==> src/pcs_pkg.sv <==
package pcs_pkg;
  // configuration offsets
  localparam logic [7:0] STATUS_OFS = 8'h06;
  localparam logic [7:0] REVISION_OFS = 8'h08;
  localparam logic [7:0] CAPS_PTR_OFS = 8'h34;
  // status field positions and command parity response bit
  localparam int SPEED_LO = 9;
  localparam int SPEED_HI = 10;
  localparam int PARITY_FAULT_BIT = 8;
  localparam int BACK_TO_BACK_BIT = 7;
  localparam int DOUBLE_SPEED_BIT = 5;
  localparam int CAPS_BIT = 4;
  localparam int PARITY_RESP_CMD_BIT = 6;
  // select response speed codes
  localparam logic [1:0] SPEED_FAST = 2'h0;
  localparam logic [1:0] SPEED_MEDIUM = 2'h1;
  localparam logic [1:0] SPEED_SLOW = 2'h2;
  // reset values; revision value is arbitrary
  localparam logic [1:0] SPEED_DEFAULT = SPEED_MEDIUM;
  localparam logic BACK_TO_BACK_DEFAULT = 1'h0;
  localparam logic DOUBLE_SPEED_DEFAULT = 1'h0;
  localparam logic CAPS_DEFAULT = 1'h1;
  localparam logic [7:0] REVISION_DEFAULT = 8'h5a;
  localparam logic [15:0] STATUS_RESET = 16'h0000;
  localparam logic [7:0] READ_DEFAULT = 8'h00;
endpackage : pcs_pkg

==> src/pcs_cfg_rom.sv <==
`timescale 1ns/1ps
module pcs_cfg_rom (
  input wire logic clk, // clock
  input wire logic rst, // sync reset
  input wire logic [7:0] addr, // byte offset
  input wire logic [15:0] status_word, // live status word
  output logic [15:0] rdata // registered read data
);
  logic [15:0] rdata_nxt;

  // byte-offset decode of readable words
  always_comb begin
    rdata_nxt = 16'h0000;
    if (addr == pcs_pkg::STATUS_OFS) begin
      rdata_nxt = status_word;
    end else if (addr == pcs_pkg::REVISION_OFS) begin
      rdata_nxt = {8'h00, pcs_pkg::REVISION_DEFAULT};
    end
  end

  always_ff @(posedge clk) begin
    if (rst) begin
      rdata <= 16'h0000;
    end else begin
      rdata <= rdata_nxt;
    end
  end
endmodule : pcs_cfg_rom

==> src/pcs_status.sv <==
`timescale 1ns/1ps
// Operation
// - select speed field at bits 10:9, never 11b
// - speed field reports slowest non-config response
// - parity flag: own read perr or seen write perr
// - parity flag also needs master and response enable
// - bit 7 read-only back-to-back capability
// - bit 5 read-only 66 MHz capability
// - bit 4 flags capability list at 34h; offset 34h itself reads 0000h
// - read-only revision byte at offset 08h
// - status word read-only, writes ignored
module pcs_status (
  input wire logic clk, // clock
  input wire logic rst, // sync reset
  input wire logic [1:0] slowest_speed, // slowest non-config decode speed
  input wire logic back_to_back_accept_cap, // fast back-to-back strap
  input wire logic double_speed_cap, // 66 MHz strap
  input wire logic extended_caps_present, // capability list strap
  input wire logic [15:0] command_word, // command register value
  input wire logic bus_master_active, // device is master of transfer
  input wire logic read_perr_driven, // device drove perr on its read
  input wire logic write_perr_seen, // perr seen on device write
  input wire logic cfg_rd, // config read strobe
  input wire logic cfg_wr, // config write strobe, ignored
  input wire logic [7:0] cfg_addr, // config byte offset
  input wire logic [15:0] cfg_wdata, // config write data, ignored
  output logic [15:0] cfg_rdata, // registered read data
  output logic cfg_rd_valid, // read data valid pulse
  output logic master_parity_fault_flag, // status bit 8
  output logic [1:0] select_response_speed // status bits 10:9
);
  // parity fault flag state
  logic parity_fault_r;
  logic parity_fault_nxt;

  // select response speed state
  logic [1:0] speed_r;
  logic [1:0] speed_nxt;

  // back-to-back capability state
  logic b2b_r;
  logic b2b_nxt;

  // double speed capability state
  logic dbl_r;
  logic dbl_nxt;

  // capability list state
  logic caps_r;
  logic caps_nxt;

  // read answer state
  logic valid_r;
  logic valid_nxt;

  // combinational helpers
  logic parity_resp_en;
  logic fault_cause;
  logic [15:0] status_word;
  logic [15:0] rom_rdata;
  logic unused_ok;

  // reserved decode speed is reported as slow
  function automatic logic [1:0] legal_speed(input logic [1:0] raw);
    logic [1:0] code;
    code = raw;
    if (raw == 2'h3) begin
      code = pcs_pkg::SPEED_SLOW;
    end
    return code;
  endfunction : legal_speed

  // parity error on a mastered transfer with response enabled
  function automatic logic fault_event(
    input logic master, // device was master
    input logic enable, // parity response enable
    input logic read_err, // own perr on a read
    input logic write_err // perr seen on a write
  );
    return master && enable && (read_err || write_err);
  endfunction : fault_event

  // places the fields at their status bit positions
  function automatic logic [15:0] pack_status(
    input logic [1:0] speed, // select response speed
    input logic fault, // master parity fault
    input logic b2b, // back-to-back capability
    input logic dbl, // double speed capability
    input logic caps // capability list present
  );
    logic [15:0] word;
    word = pcs_pkg::STATUS_RESET;
    word[pcs_pkg::SPEED_HI:pcs_pkg::SPEED_LO] = speed;
    word[pcs_pkg::PARITY_FAULT_BIT] = fault;
    word[pcs_pkg::BACK_TO_BACK_BIT] = b2b;
    word[pcs_pkg::DOUBLE_SPEED_BIT] = dbl;
    word[pcs_pkg::CAPS_BIT] = caps;
    return word;
  endfunction : pack_status

  // parity response enable from command bit 6
  assign parity_resp_en = command_word[pcs_pkg::PARITY_RESP_CMD_BIT];

  // parity fault cause in this cycle
  assign fault_cause = fault_event(bus_master_active, parity_resp_en,
    read_perr_driven, write_perr_seen);

  // host writes never reach the status state
  assign unused_ok = cfg_wr ^ (^cfg_wdata);

  // flag sets on a cause and holds until reset, no clear path
  always_comb begin
    parity_fault_nxt = parity_fault_r;
    if (fault_cause) begin
      parity_fault_nxt = 1'b1;
    end
  end

  // register the parity fault flag
  always_ff @(posedge clk) begin
    if (rst) begin
      parity_fault_r <= 1'b0;
    end else begin
      parity_fault_r <= parity_fault_nxt;
    end
  end

  // speed follows the slowest decode speed
  always_comb begin
    speed_nxt = legal_speed(slowest_speed);
  end

  // register the select response speed
  always_ff @(posedge clk) begin
    if (rst) begin
      speed_r <= pcs_pkg::SPEED_DEFAULT;
    end else begin
      speed_r <= speed_nxt;
    end
  end

  // back-to-back capability follows its strap
  always_comb begin
    b2b_nxt = back_to_back_accept_cap;
  end

  // register the back-to-back capability
  always_ff @(posedge clk) begin
    if (rst) begin
      b2b_r <= pcs_pkg::BACK_TO_BACK_DEFAULT;
    end else begin
      b2b_r <= b2b_nxt;
    end
  end

  // double speed capability follows its strap
  always_comb begin
    dbl_nxt = double_speed_cap;
  end

  // register the double speed capability
  always_ff @(posedge clk) begin
    if (rst) begin
      dbl_r <= pcs_pkg::DOUBLE_SPEED_DEFAULT;
    end else begin
      dbl_r <= dbl_nxt;
    end
  end

  // capability list flag follows its strap
  always_comb begin
    caps_nxt = extended_caps_present;
  end

  // register the capability list flag
  always_ff @(posedge clk) begin
    if (rst) begin
      caps_r <= pcs_pkg::CAPS_DEFAULT;
    end else begin
      caps_r <= caps_nxt;
    end
  end

  // one-cycle answer pulse for each read strobe
  always_comb begin
    valid_nxt = 1'b0;
    if (cfg_rd) begin
      valid_nxt = 1'b1;
    end
  end

  // register the answer pulse
  always_ff @(posedge clk) begin
    if (rst) begin
      valid_r <= 1'b0;
    end else begin
      valid_r <= valid_nxt;
    end
  end

  // status word from the registered fields
  always_comb begin
    status_word = pack_status(speed_r, parity_fault_r, b2b_r,
      dbl_r, caps_r);
  end

  // read mux
  pcs_cfg_rom u_rom (
    .clk(clk),
    .rst(rst),
    .addr(cfg_addr),
    .status_word(status_word),
    .rdata(rom_rdata)
  );

  assign cfg_rdata = rom_rdata;
  assign cfg_rd_valid = valid_r;
  assign master_parity_fault_flag = parity_fault_r;
  assign select_response_speed = speed_r;
endmodule : pcs_status

==> config.mk <==
export PLATFORM = sky130hd
export DESIGN_NAME = pcs_status
export DESIGN_NICKNAME = d
export VERILOG_FILES = /design/src/pcs_pkg.sv /design/src/pcs_cfg_rom.sv /design/src/pcs_status.sv
export SDC_FILE = /design/constraint.sdc
export NUM_CORES = 1
export LEC_CHECK = 0
export CORE_AREA = 3 3 40 42
export DETAILED_ROUTE_END_ITERATION = 10
export DIE_AREA = 0 0 43 45
export DONT_BUFFER_PORTS = 1
export GPL_TIMING_DRIVEN = 0
export MAX_ROUTING_LAYER = met4
export PLACE_DENSITY = 0.57
export SLEW_MARGIN = 10
export SYNTH_ARGS = -nofsm -noshare
export SYNTH_HDL_FRONTEND = slang
export SYNTH_SLANG_ARGS = --single-unit
==> constraint.sdc <==
create_clock -name clk -period 1.3 [get_ports clk]
set_clock_uncertainty 0.2 [all_clocks]
set_input_delay 0.195 -clock clk [delete_from_list [all_inputs] [get_ports clk]]
set_output_delay 0.195 -clock clk [all_outputs]
set_load 0.005 [all_outputs]
==> results of run 1 <==
-- through the flow --
stage / hold slack, ns / setup TNS, ns / setup WS, ns / power (mW)
6_report: -0.119 / 0 / 0.124 / 0.764
5_1_grt: -0.125 / 0 / 0.112 / 0.798
4_1_cts: -0.129 / 0 / 0.127 / 0.773
3_5_place_dp: 0.0670 / 0 / 0.00418 / 0.516
3_3_place_gp: 0.0647 / -0.000175 / -0.000175 / 0.516
2_1_floorplan: 0.0617 / 0 / 0.0255 / 0.511
-- cells in the mapped netlist (all sizes together) --
master / number / area share
inv: 2 / 0.013
a211oi: 1 / 0.021
nor2: 1 / 0.0064
nand2b: 1 / 0.011
dfxtp: 14 / 0.48
or2: 2 / 0.021
nor3: 4 / 0.060
nand2: 2 / 0.013
conb: 1 / 0.0064
buf: 11 / 0.14
or4: 1 / 0.013
nand4b: 4 / 0.060
o211ai: 1 / 0.013
or3b: 1 / 0.015
nor2b: 3 / 0.032
a21oi: 1 / 0.0085
a21o: 1 / 0.013
nor4: 2 / 0.073
-- cells by family (layout without fill, tap and decap cells) --
logic type,after synthesis,count (layout),synth area share
compound gates,4,4,0.0556
simple gates,21,21,0.303
buf+inv,13,27,0.156
flops,14,14,0.479
other cells,1,7,0.00640
-- power by group through the flow --
stage	Sequential (mW)	Combinational, mW	Clock, mW
floorplan	0.457	0.0543	0
global placement	0.459	0.0570	0
detailed placement	0.459	0.0575	0
CTS	0.449	0.0850	0.239
global route	0.451	0.0961	0.252
finish	0.449	0.0873	0.228
-- metal layers --
metal / wire length, µm / vias up / share of wire
li1: - / 203 / -
met1: 321 / 178 / 0.31
met2: 569 / 26 / 0.55
met3: 124 / 2 / 0.12
met4: 14 / 0 / 0.014
met5: 0 / - / 0
-- path summary, 6_finish.rpt --
kind	start	endpoint	slack [ns]
min	cfg_addr[2]	u_rom.rdata[7]$_SDFF_PP0_	-0.12
min reg2reg	b2b_r$_SDFF_PP0_	u_rom.rdata[7]$_SDFF_PP0_	0.28
max	rst	caps_r$_SDFF_PP1_	0.12
max reg2reg	master_parity_fault_flag$_SDFFE_PP0P_	u_rom.rdata[8]$_SDFF_PP0_	0.29
-- state kept, by name, indices dropped and copies added (netlist names) --
register / cells
u_rom.rdata: 7
dbl_r: 1
caps_r: 1
b2b_r: 1
cfg_rd_valid: 1
select_response_speed: 2
master_parity_fault_flag: 1
-- layout make-up --
| class | instances | area (µm²) |
|---|---|---|
| tap | 15 | 18.8 |
| multi-input combinational | 32 | 240 |
| clock buffer | 3 | 22.5 |
| fill | 115 | 522 |
| buffer | 11 | 83.8 |
| timing repair buffer | 11 | 110 |
| inverter | 2 | 7.51 |
| sequential | 14 | 280 |
-- placed cells by master (no fill, tap or decap) --
master and instances:
a211oi_2 1, a21o_1 1, a21oi_1 1, buf_2 1, buf_4 9, buf_6 1, clkbuf_4 3, conb_1 7
dfxtp_1 14, dlygate4sd3_1 11, inv_1 2, nand2_1 2, nand2b_1 1, nand4b_1 4, nor2_1 1, nor2b_1 3
nor3_1 1, nor3_2 3, nor4_4 2, o211ai_1 1, or2_1 1, or2_2 1, or3b_2 1, or4_4 1
==> impl_metrics.toml, run 1 <==
[cts]
htreeDepth = 1
clock-root-buffer = "clkbuf_4"
cts_setup_buffers = 0
cts_tree = "done"
cts.sinks = 14
ctsHoldBuffers = 11
cts_buffer_depth = 2
clkTransAtPathRegs_ns = 0.07
post_cts_resized = 0
numCtsBuffers = 3
clk_latency_ns = 0.27

[layout]
finalInstanceArea_um2 = 763
insertedDiodeCount = 0
area_delta_synth_final_pct = 30.3
drive_above_1_share = 0.315
utilization = 0.594
fin_nets = 127
fin_cells = 88

[min_path]
min_path_cells = 2
hold_path_class = "input port to flip-flop"

[detailed_routing]
routed_wl_mm = 1.03
drtIter0Drc = 1
firstDrtPassIters = 2
via_per_inst = 4.65
routedWlPerCell_um = 11.7
drc = 0
drtAntennaViolNets = 0
vias = 409

[power]
combinationalPowerShare = 0.114
swShare = 0.213
pwr-share-clk = 0.298
pwr-share-seq = 0.587
power_switching_uw = 163
power_density_nw_per_um2 = 1000
leakagePower_nw = 0.314
max-vdd-ir-drop_uv = 691
p_int_uw = 601

[global_routing]
busiest_layer = "met2"
met2_usage = 0.222
grt_pass1_vias = 383
grt_max_degree = 8
met1_usage = 0.0880
grt.total_usage = 0.117
grt-ovfl-total = 0
antenna_found_initial = 0
grt_pass1_wl_mm = 1.57
use_met3 = 0.0677

[placed_design]
dp_hpwl_um = 703
numPortBuffers = 0
dpl_cell_area_um2 = 631
routabilityCongestion = 0.616
post-place-cells = 74

[yosys]
synth_cell_types = 22
synthesis.area_um2 = 586
yosys_warnings = 0
synth_seq_cells = 14
seq_area_frac_synth = 0.479
postSynthCellCount = 53
avgSynthCellArea_um2 = 11.0

[floorplan]
dieArea_um2 = 1940
die_w_um = 43
coreArea_um2 = 1280
start_util = 0.456
pin_count = 72
row_count = 13
die_height_um = 45

[status]
violations = "hold timing"
status = "complete, but fails checks"

[timing]
final-setup-viol-count = 0
report.final.slew_viol_count = 0
finalCritPeriodShare = 0.904
holdWs_ns = -0.119
hold_viol_final = 7
rsz0062_at_grt = "no"
max_freq_ghz = 0.851
fin_crit_ns = 1.18

[worst_setup_path]
crit_path_max_incr_delay_ns = 0.63
end_kind = "flip-flop"
path_depth = 2
cp.required_ns = 1.26
cp_max_fo = 7
crit_chain = "dlygate4sd3_1 > or2_2"
path_class = "input port to flip-flop"
critPathTopFamily = "buffers and inverters"
worst-path-buf-inv = 1
reg2reg_depth = 2
critPathArrivalTime_ns = 1.14
startpoint_type = "input port"
critPathSlowestCell = "dlygate4sd3_1"

[run]
max_cap_viol_count = 0
(Power assumes the default switching activity.)
==> run 2, diff against run 1 <==
--- a/config.mk
+++ b/config.mk
@@ -5,13 +5,16 @@
 export SDC_FILE = /design/constraint.sdc
 export NUM_CORES = 1
 export LEC_CHECK = 0
-export CORE_AREA = 3 3 40 42
+export CELL_PAD_IN_SITES_DETAIL_PLACEMENT = 0
+export CELL_PAD_IN_SITES_GLOBAL_PLACEMENT = 1
+export CORE_ASPECT_RATIO = 1.2
+export CORE_MARGIN = 3
+export CORE_UTILIZATION = 30
 export DETAILED_ROUTE_END_ITERATION = 10
-export DIE_AREA = 0 0 43 45
 export DONT_BUFFER_PORTS = 1
 export GPL_TIMING_DRIVEN = 0
 export MAX_ROUTING_LAYER = met4
-export PLACE_DENSITY = 0.57
+export PLACE_DENSITY = 0.59
 export SLEW_MARGIN = 10
 export SYNTH_ARGS = -nofsm -noshare
 export SYNTH_HDL_FRONTEND = slang
==> impl_metrics.toml, run 2 (synthesis gave the netlist of run 1 again) <==
[status]
status = "complete, but fails checks"
violations = "hold timing"

[min_path]
hp-start = "cfg_addr[2]"
hold_path_class = "input port to flip-flop"
min_path_cells = 2

[power]
power_density_nw_per_um2 = 991
leakagePower_nw = 0.314
max-vdd-ir-drop_uv = 549
fin_total_pwr_uw = 760

[global_routing]
grt_pass1_vias = 362
grt_pass1_wl_mm = 1.61
grt-ovfl-total = 0
antenna_found_initial = 0
grt_max_degree = 8
grt.total_usage = 0.0953

[floorplan]
dieArea_um2 = 2520
row_count = 16
coreArea_um2 = 1740
die_height_um = 54.4
die_w_um = 46.3
pin_count = 72
start_util = 0.336

[layout]
finalInstanceArea_um2 = 767
mostFrequentLayoutCells = "dfxtp_1, dlygate4sd3_1, buf_4, conb_1, nand4b_1"
area_delta_synth_final_pct = 31.0
final_common_cell = "dfxtp_1"
fin_nets = 127
insertedDiodeCount = 0
utilization = 0.440
largest_reg_flops = 7
drive_above_1_share = 0.315
fin_cells = 91
top_register = "u_rom.rdata"

[worst_setup_path]
crit_chain = "dlygate4sd3_1 > or2_2"
startpoint = "rst"
cp_max_fo = 7
crit_path_max_incr_delay_ns = 0.63
critPathArrivalTime_ns = 1.14
path_class = "input port to flip-flop"
path_depth = 2
reg2reg_depth = 2
critPathSlowestCell = "dlygate4sd3_1"
cp.required_ns = 1.26
worst-path-buf-inv = 1
startpoint_type = "input port"
critPathTopFamily = "buffers and inverters"
r2r-start = "master_parity_fault_flag$_SDFFE_PP0P_"
end_kind = "flip-flop"

[cts]
clock-root-buffer = "clkbuf_4"
htreeDepth = 1
cts.sinks = 14
cts_tree = "done"
clk_latency_ns = 0.26
post_cts_resized = 0
ctsHoldBuffers = 11
cts_setup_buffers = 0
numCtsBuffers = 3
cts_buffer_depth = 2
clkTransAtPathRegs_ns = 0.07

[detailed_routing]
via_per_inst = 4.26
routed_wl_mm = 1.03
drc = 0
routedWlPerCell_um = 11.3
drtAntennaViolNets = 0
vias = 388
drtIter0Drc = 2
firstDrtPassIters = 2

[timing]
fin_crit_ns = 1.18
report.final.slew_viol_count = 0
max_freq_ghz = 0.846
finalCritPeriodShare = 0.909
rsz0062_at_grt = "no"
final-setup-viol-count = 0
hold_viol_final = 7
holdWs_ns = -0.120

[placed_design]
routabilityCongestion = 0.617
post-place-cells = 77
dpl_cell_area_um2 = 634
numPortBuffers = 0
dp_hpwl_um = 791

[run]
max_cap_viol_count = 0
run 2: cell counts in the layout (fill, tap and decap cells not counted):
No cell type changed its count.
run 2: power by group:
part | total, mW | internal [mW] | switching [mW]
Sequential | 0.449 | 0.441 | 0.00794
Combinational | 0.0862 | 0.0528 | 0.0334
Clock | 0.225 | 0.107 | 0.118
Total | 0.760 | 0.601 | 0.159
run 2: metrics by stage:
stage / worst slack, ns / setup TNS (ns)
final: 0.118 / 0
after CTS: 0.122 / 0
after floorplan: 0.0255 / 0
after global routing: 0.0809 / 0
after global placement: -0.00707 / -0.00707
after detailed placement: -0.0114 / -0.0114
run 2: final timing paths:
check                                                  end  slack (ns)
worst min-delay path            u_rom.rdata[10]$_SDFF_PP0_       -0.12
worst max register to register   u_rom.rdata[8]$_SDFF_PP0_        0.31
worst max-delay path                     caps_r$_SDFF_PP1_        0.12
worst min register to register   u_rom.rdata[7]$_SDFF_PP0_        0.28
run 2: final cells by class:
| class | count | area [µm²] |
|---|---|---|
| Buffer | 11 | 83.8 |
| Clock buffer | 3 | 22.5 |
| Fill cell | 178 | 975 |
| Inverter | 2 | 7.51 |
| Multi-Input combinational cell | 32 | 240 |
| Sequential cell | 14 | 280 |
| Tap cell | 18 | 22.5 |
| Timing Repair Buffer | 11 | 110 |
run 2: per-layer routing:
| metal | GRT usage | up-vias | share of wire |
|---|---|---|---|
| li1 | - | 204 | - |
| met1 | 0.102 | 158 | 0.37 |
| met2 | 0.142 | 24 | 0.49 |
| met3 | 0.0625 | 2 | 0.13 |
| met4 | 0.0284 | 0 | 0.0078 |
| met5 | - | - | 0 |
==> run 3, diff against run 2 <==
--- a/config.mk
+++ b/config.mk
@@ -5,6 +5,7 @@
 export SDC_FILE = /design/constraint.sdc
 export NUM_CORES = 1
 export LEC_CHECK = 0
+export ABC_CLOCK_PERIOD_IN_PS = 1490
 export CELL_PAD_IN_SITES_DETAIL_PLACEMENT = 0
 export CELL_PAD_IN_SITES_GLOBAL_PLACEMENT = 1
 export CORE_ASPECT_RATIO = 1.2
@@ -14,7 +15,7 @@
 export DONT_BUFFER_PORTS = 1
 export GPL_TIMING_DRIVEN = 0
 export MAX_ROUTING_LAYER = met4
-export PLACE_DENSITY = 0.59
+export PLACE_DENSITY = 0.57
 export SLEW_MARGIN = 10
 export SYNTH_ARGS = -nofsm -noshare
 export SYNTH_HDL_FRONTEND = slang
==> constraint.sdc (replaced) <==
create_clock -name clk -period 1.49 [get_ports clk]
set_clock_uncertainty 0.2 [all_clocks]
set_input_delay 0.2235 -clock clk [delete_from_list [all_inputs] [get_ports clk]]
set_output_delay 0.2235 -clock clk [all_outputs]
set_load 0.005 [all_outputs]
==> impl_metrics.toml, run 3 (synthesis gave the netlist of run 1 again) <==
[status]
status = "complete, no violations"

[worst_setup_path]
cp_max_fo = 5
end_kind = "flip-flop"
cp.required_ns = 1.48
path_class = "input port to flip-flop"
crit_path_max_incr_delay_ns = 0.59
critPathArrivalTime_ns = 1.47
r2r-start = "master_parity_fault_flag$_SDFFE_PP0P_"
startpoint_type = "input port"
reg2reg_depth = 3
crit_chain = "dlygate4sd3_1 > or3b_2 > a211oi_2"
critPathSlowestCell = "dlygate4sd3_1"
startpoint = "cfg_addr[2]"

[floorplan]
dieArea_um2 = 2520
row_count = 16
die_height_um = 54.4
pin_count = 72
start_util = 0.336
coreArea_um2 = 1740
die_w_um = 46.3

[layout]
final_common_cell = "dlygate4sd3_1"
regArea_um2 = 280
drive_above_1_share = 0.275
fin_nets = 134
area_delta_synth_final_pct = 42.3
largest_reg_flops = 7
top_register = "u_rom.rdata"
mostFrequentLayoutCells = "dlygate4sd3_1, dfxtp_1, buf_4, conb_1, nand4b_1"
fill_cells = 165
multi_input_area_um2 = 236
finalInstanceArea_um2 = 833
insertedDiodeCount = 0
fin_cells = 98

[placed_design]
dp_hpwl_um = 825
dpl_cell_area_um2 = 631
post-place-cells = 77
routabilityCongestion = 0.643
numPortBuffers = 0

[timing]
fin_crit_ns = 1.48
hold_viol_final = 0
max_freq_ghz = 0.676
rsz0062_at_grt = "no"
fin_tns_setup_ns = 0
report.final.slew_viol_count = 0
finalCritPeriodShare = 0.993
final-setup-viol-count = 0

[global_routing]
grt_pass1_vias = 432
grt.total_usage = 0.106
antenna_found_initial = 0
grt_max_degree = 8
grt_pass1_wl_mm = 1.75
grt-ovfl-total = 0

[min_path]
hold_path_class = "input port to flip-flop"
min_path_cells = 2
hp-start = "cfg_addr[1]"

[power]
max-vdd-ir-drop_uv = 459
leakagePower_nw = 0.332
power_density_nw_per_um2 = 819

[detailed_routing]
via_per_inst = 4.53
vias = 444
routed_wl_mm = 1.18
drtIter0Drc = 7
routedWlPerCell_um = 12.1
firstDrtPassIters = 2
drtAntennaViolNets = 0
drc = 0

[cts]
post_cts_resized = 0
cts_tree = "done"
clk_latency_ns = 0.27
cts_buffer_depth = 2
clkTransAtPathRegs_ns = 0.08
cts.sinks = 14
cts_setup_buffers = 0
numCtsBuffers = 3
htreeDepth = 1
clock-root-buffer = "clkbuf_4"
ctsHoldBuffers = 18

[run]
max_cap_viol_count = 0
## run 3: cell count changes in the layout (fill, tap and decap cells not counted)
cell           before  now
or4_1               0    1
dlygate4sd3_1      11   18
or4_4               1    0
## run 3: power by group
part / internal, mW / switching (mW)
registers: 0.385 / 0.00637
clock network: 0.0934 / 0.110
logic: 0.0542 / 0.0335
total: 0.533 / 0.150
## run 3: layout make-up
| class | instances | share of cell area |
|---|---|---|
| flip-flops and latches | 14 | 0.336 |
| repair buffers | 18 | 0.216 |
| inverters | 2 | 0.00901 |
| well taps | 18 | 0.0270 |
| clock buffers | 3 | 0.0270 |
| plain buffers | 11 | 0.101 |
| multi-input cells | 32 | 0.284 |
## run 3: per-layer routing
metal,share of wire,up-vias,GRT usage
met4,0.011,0,0.0853
met3,0.088,2,0.0395
met2,0.57,19,0.177
li1,-,220,-
met1,0.33,203,0.0925
met5,0,-,-
## run 3: worst paths after layout
check	endpoint	slack, ns
worst min register to register	u_rom.rdata[5]$_SDFF_PP0_	0.29
worst min-delay path	u_rom.rdata[5]$_SDFF_PP0_	0.01
worst max-delay path	u_rom.rdata[4]$_SDFF_PP0_	0.01
worst max register to register	u_rom.rdata[8]$_SDFF_PP0_	0.07
## run 3: per-stage QoR
step	total power [mW]	utilization	hold WS (ns)	worst slack [ns]
after floorplan	0.445	-	0.0902	0.0773
after global placement	0.450	0.362	0.0922	0.0522
after detailed placement	0.450	0.362	0.0937	0.0320
after CTS	0.693	0.478	0.00672	0.0168
after global routing	0.723	0.478	0.000862	0.0186
final	0.683	0.478	0.0114	0.0100
## run 3: worst max-delay path, delay by kind of cell
kind	cells	cell delay (ns)
AO/OA/AOI/OAI	1	0.19
buffers and inverters	1	0.59
AND/OR/NAND/NOR	1	0.48
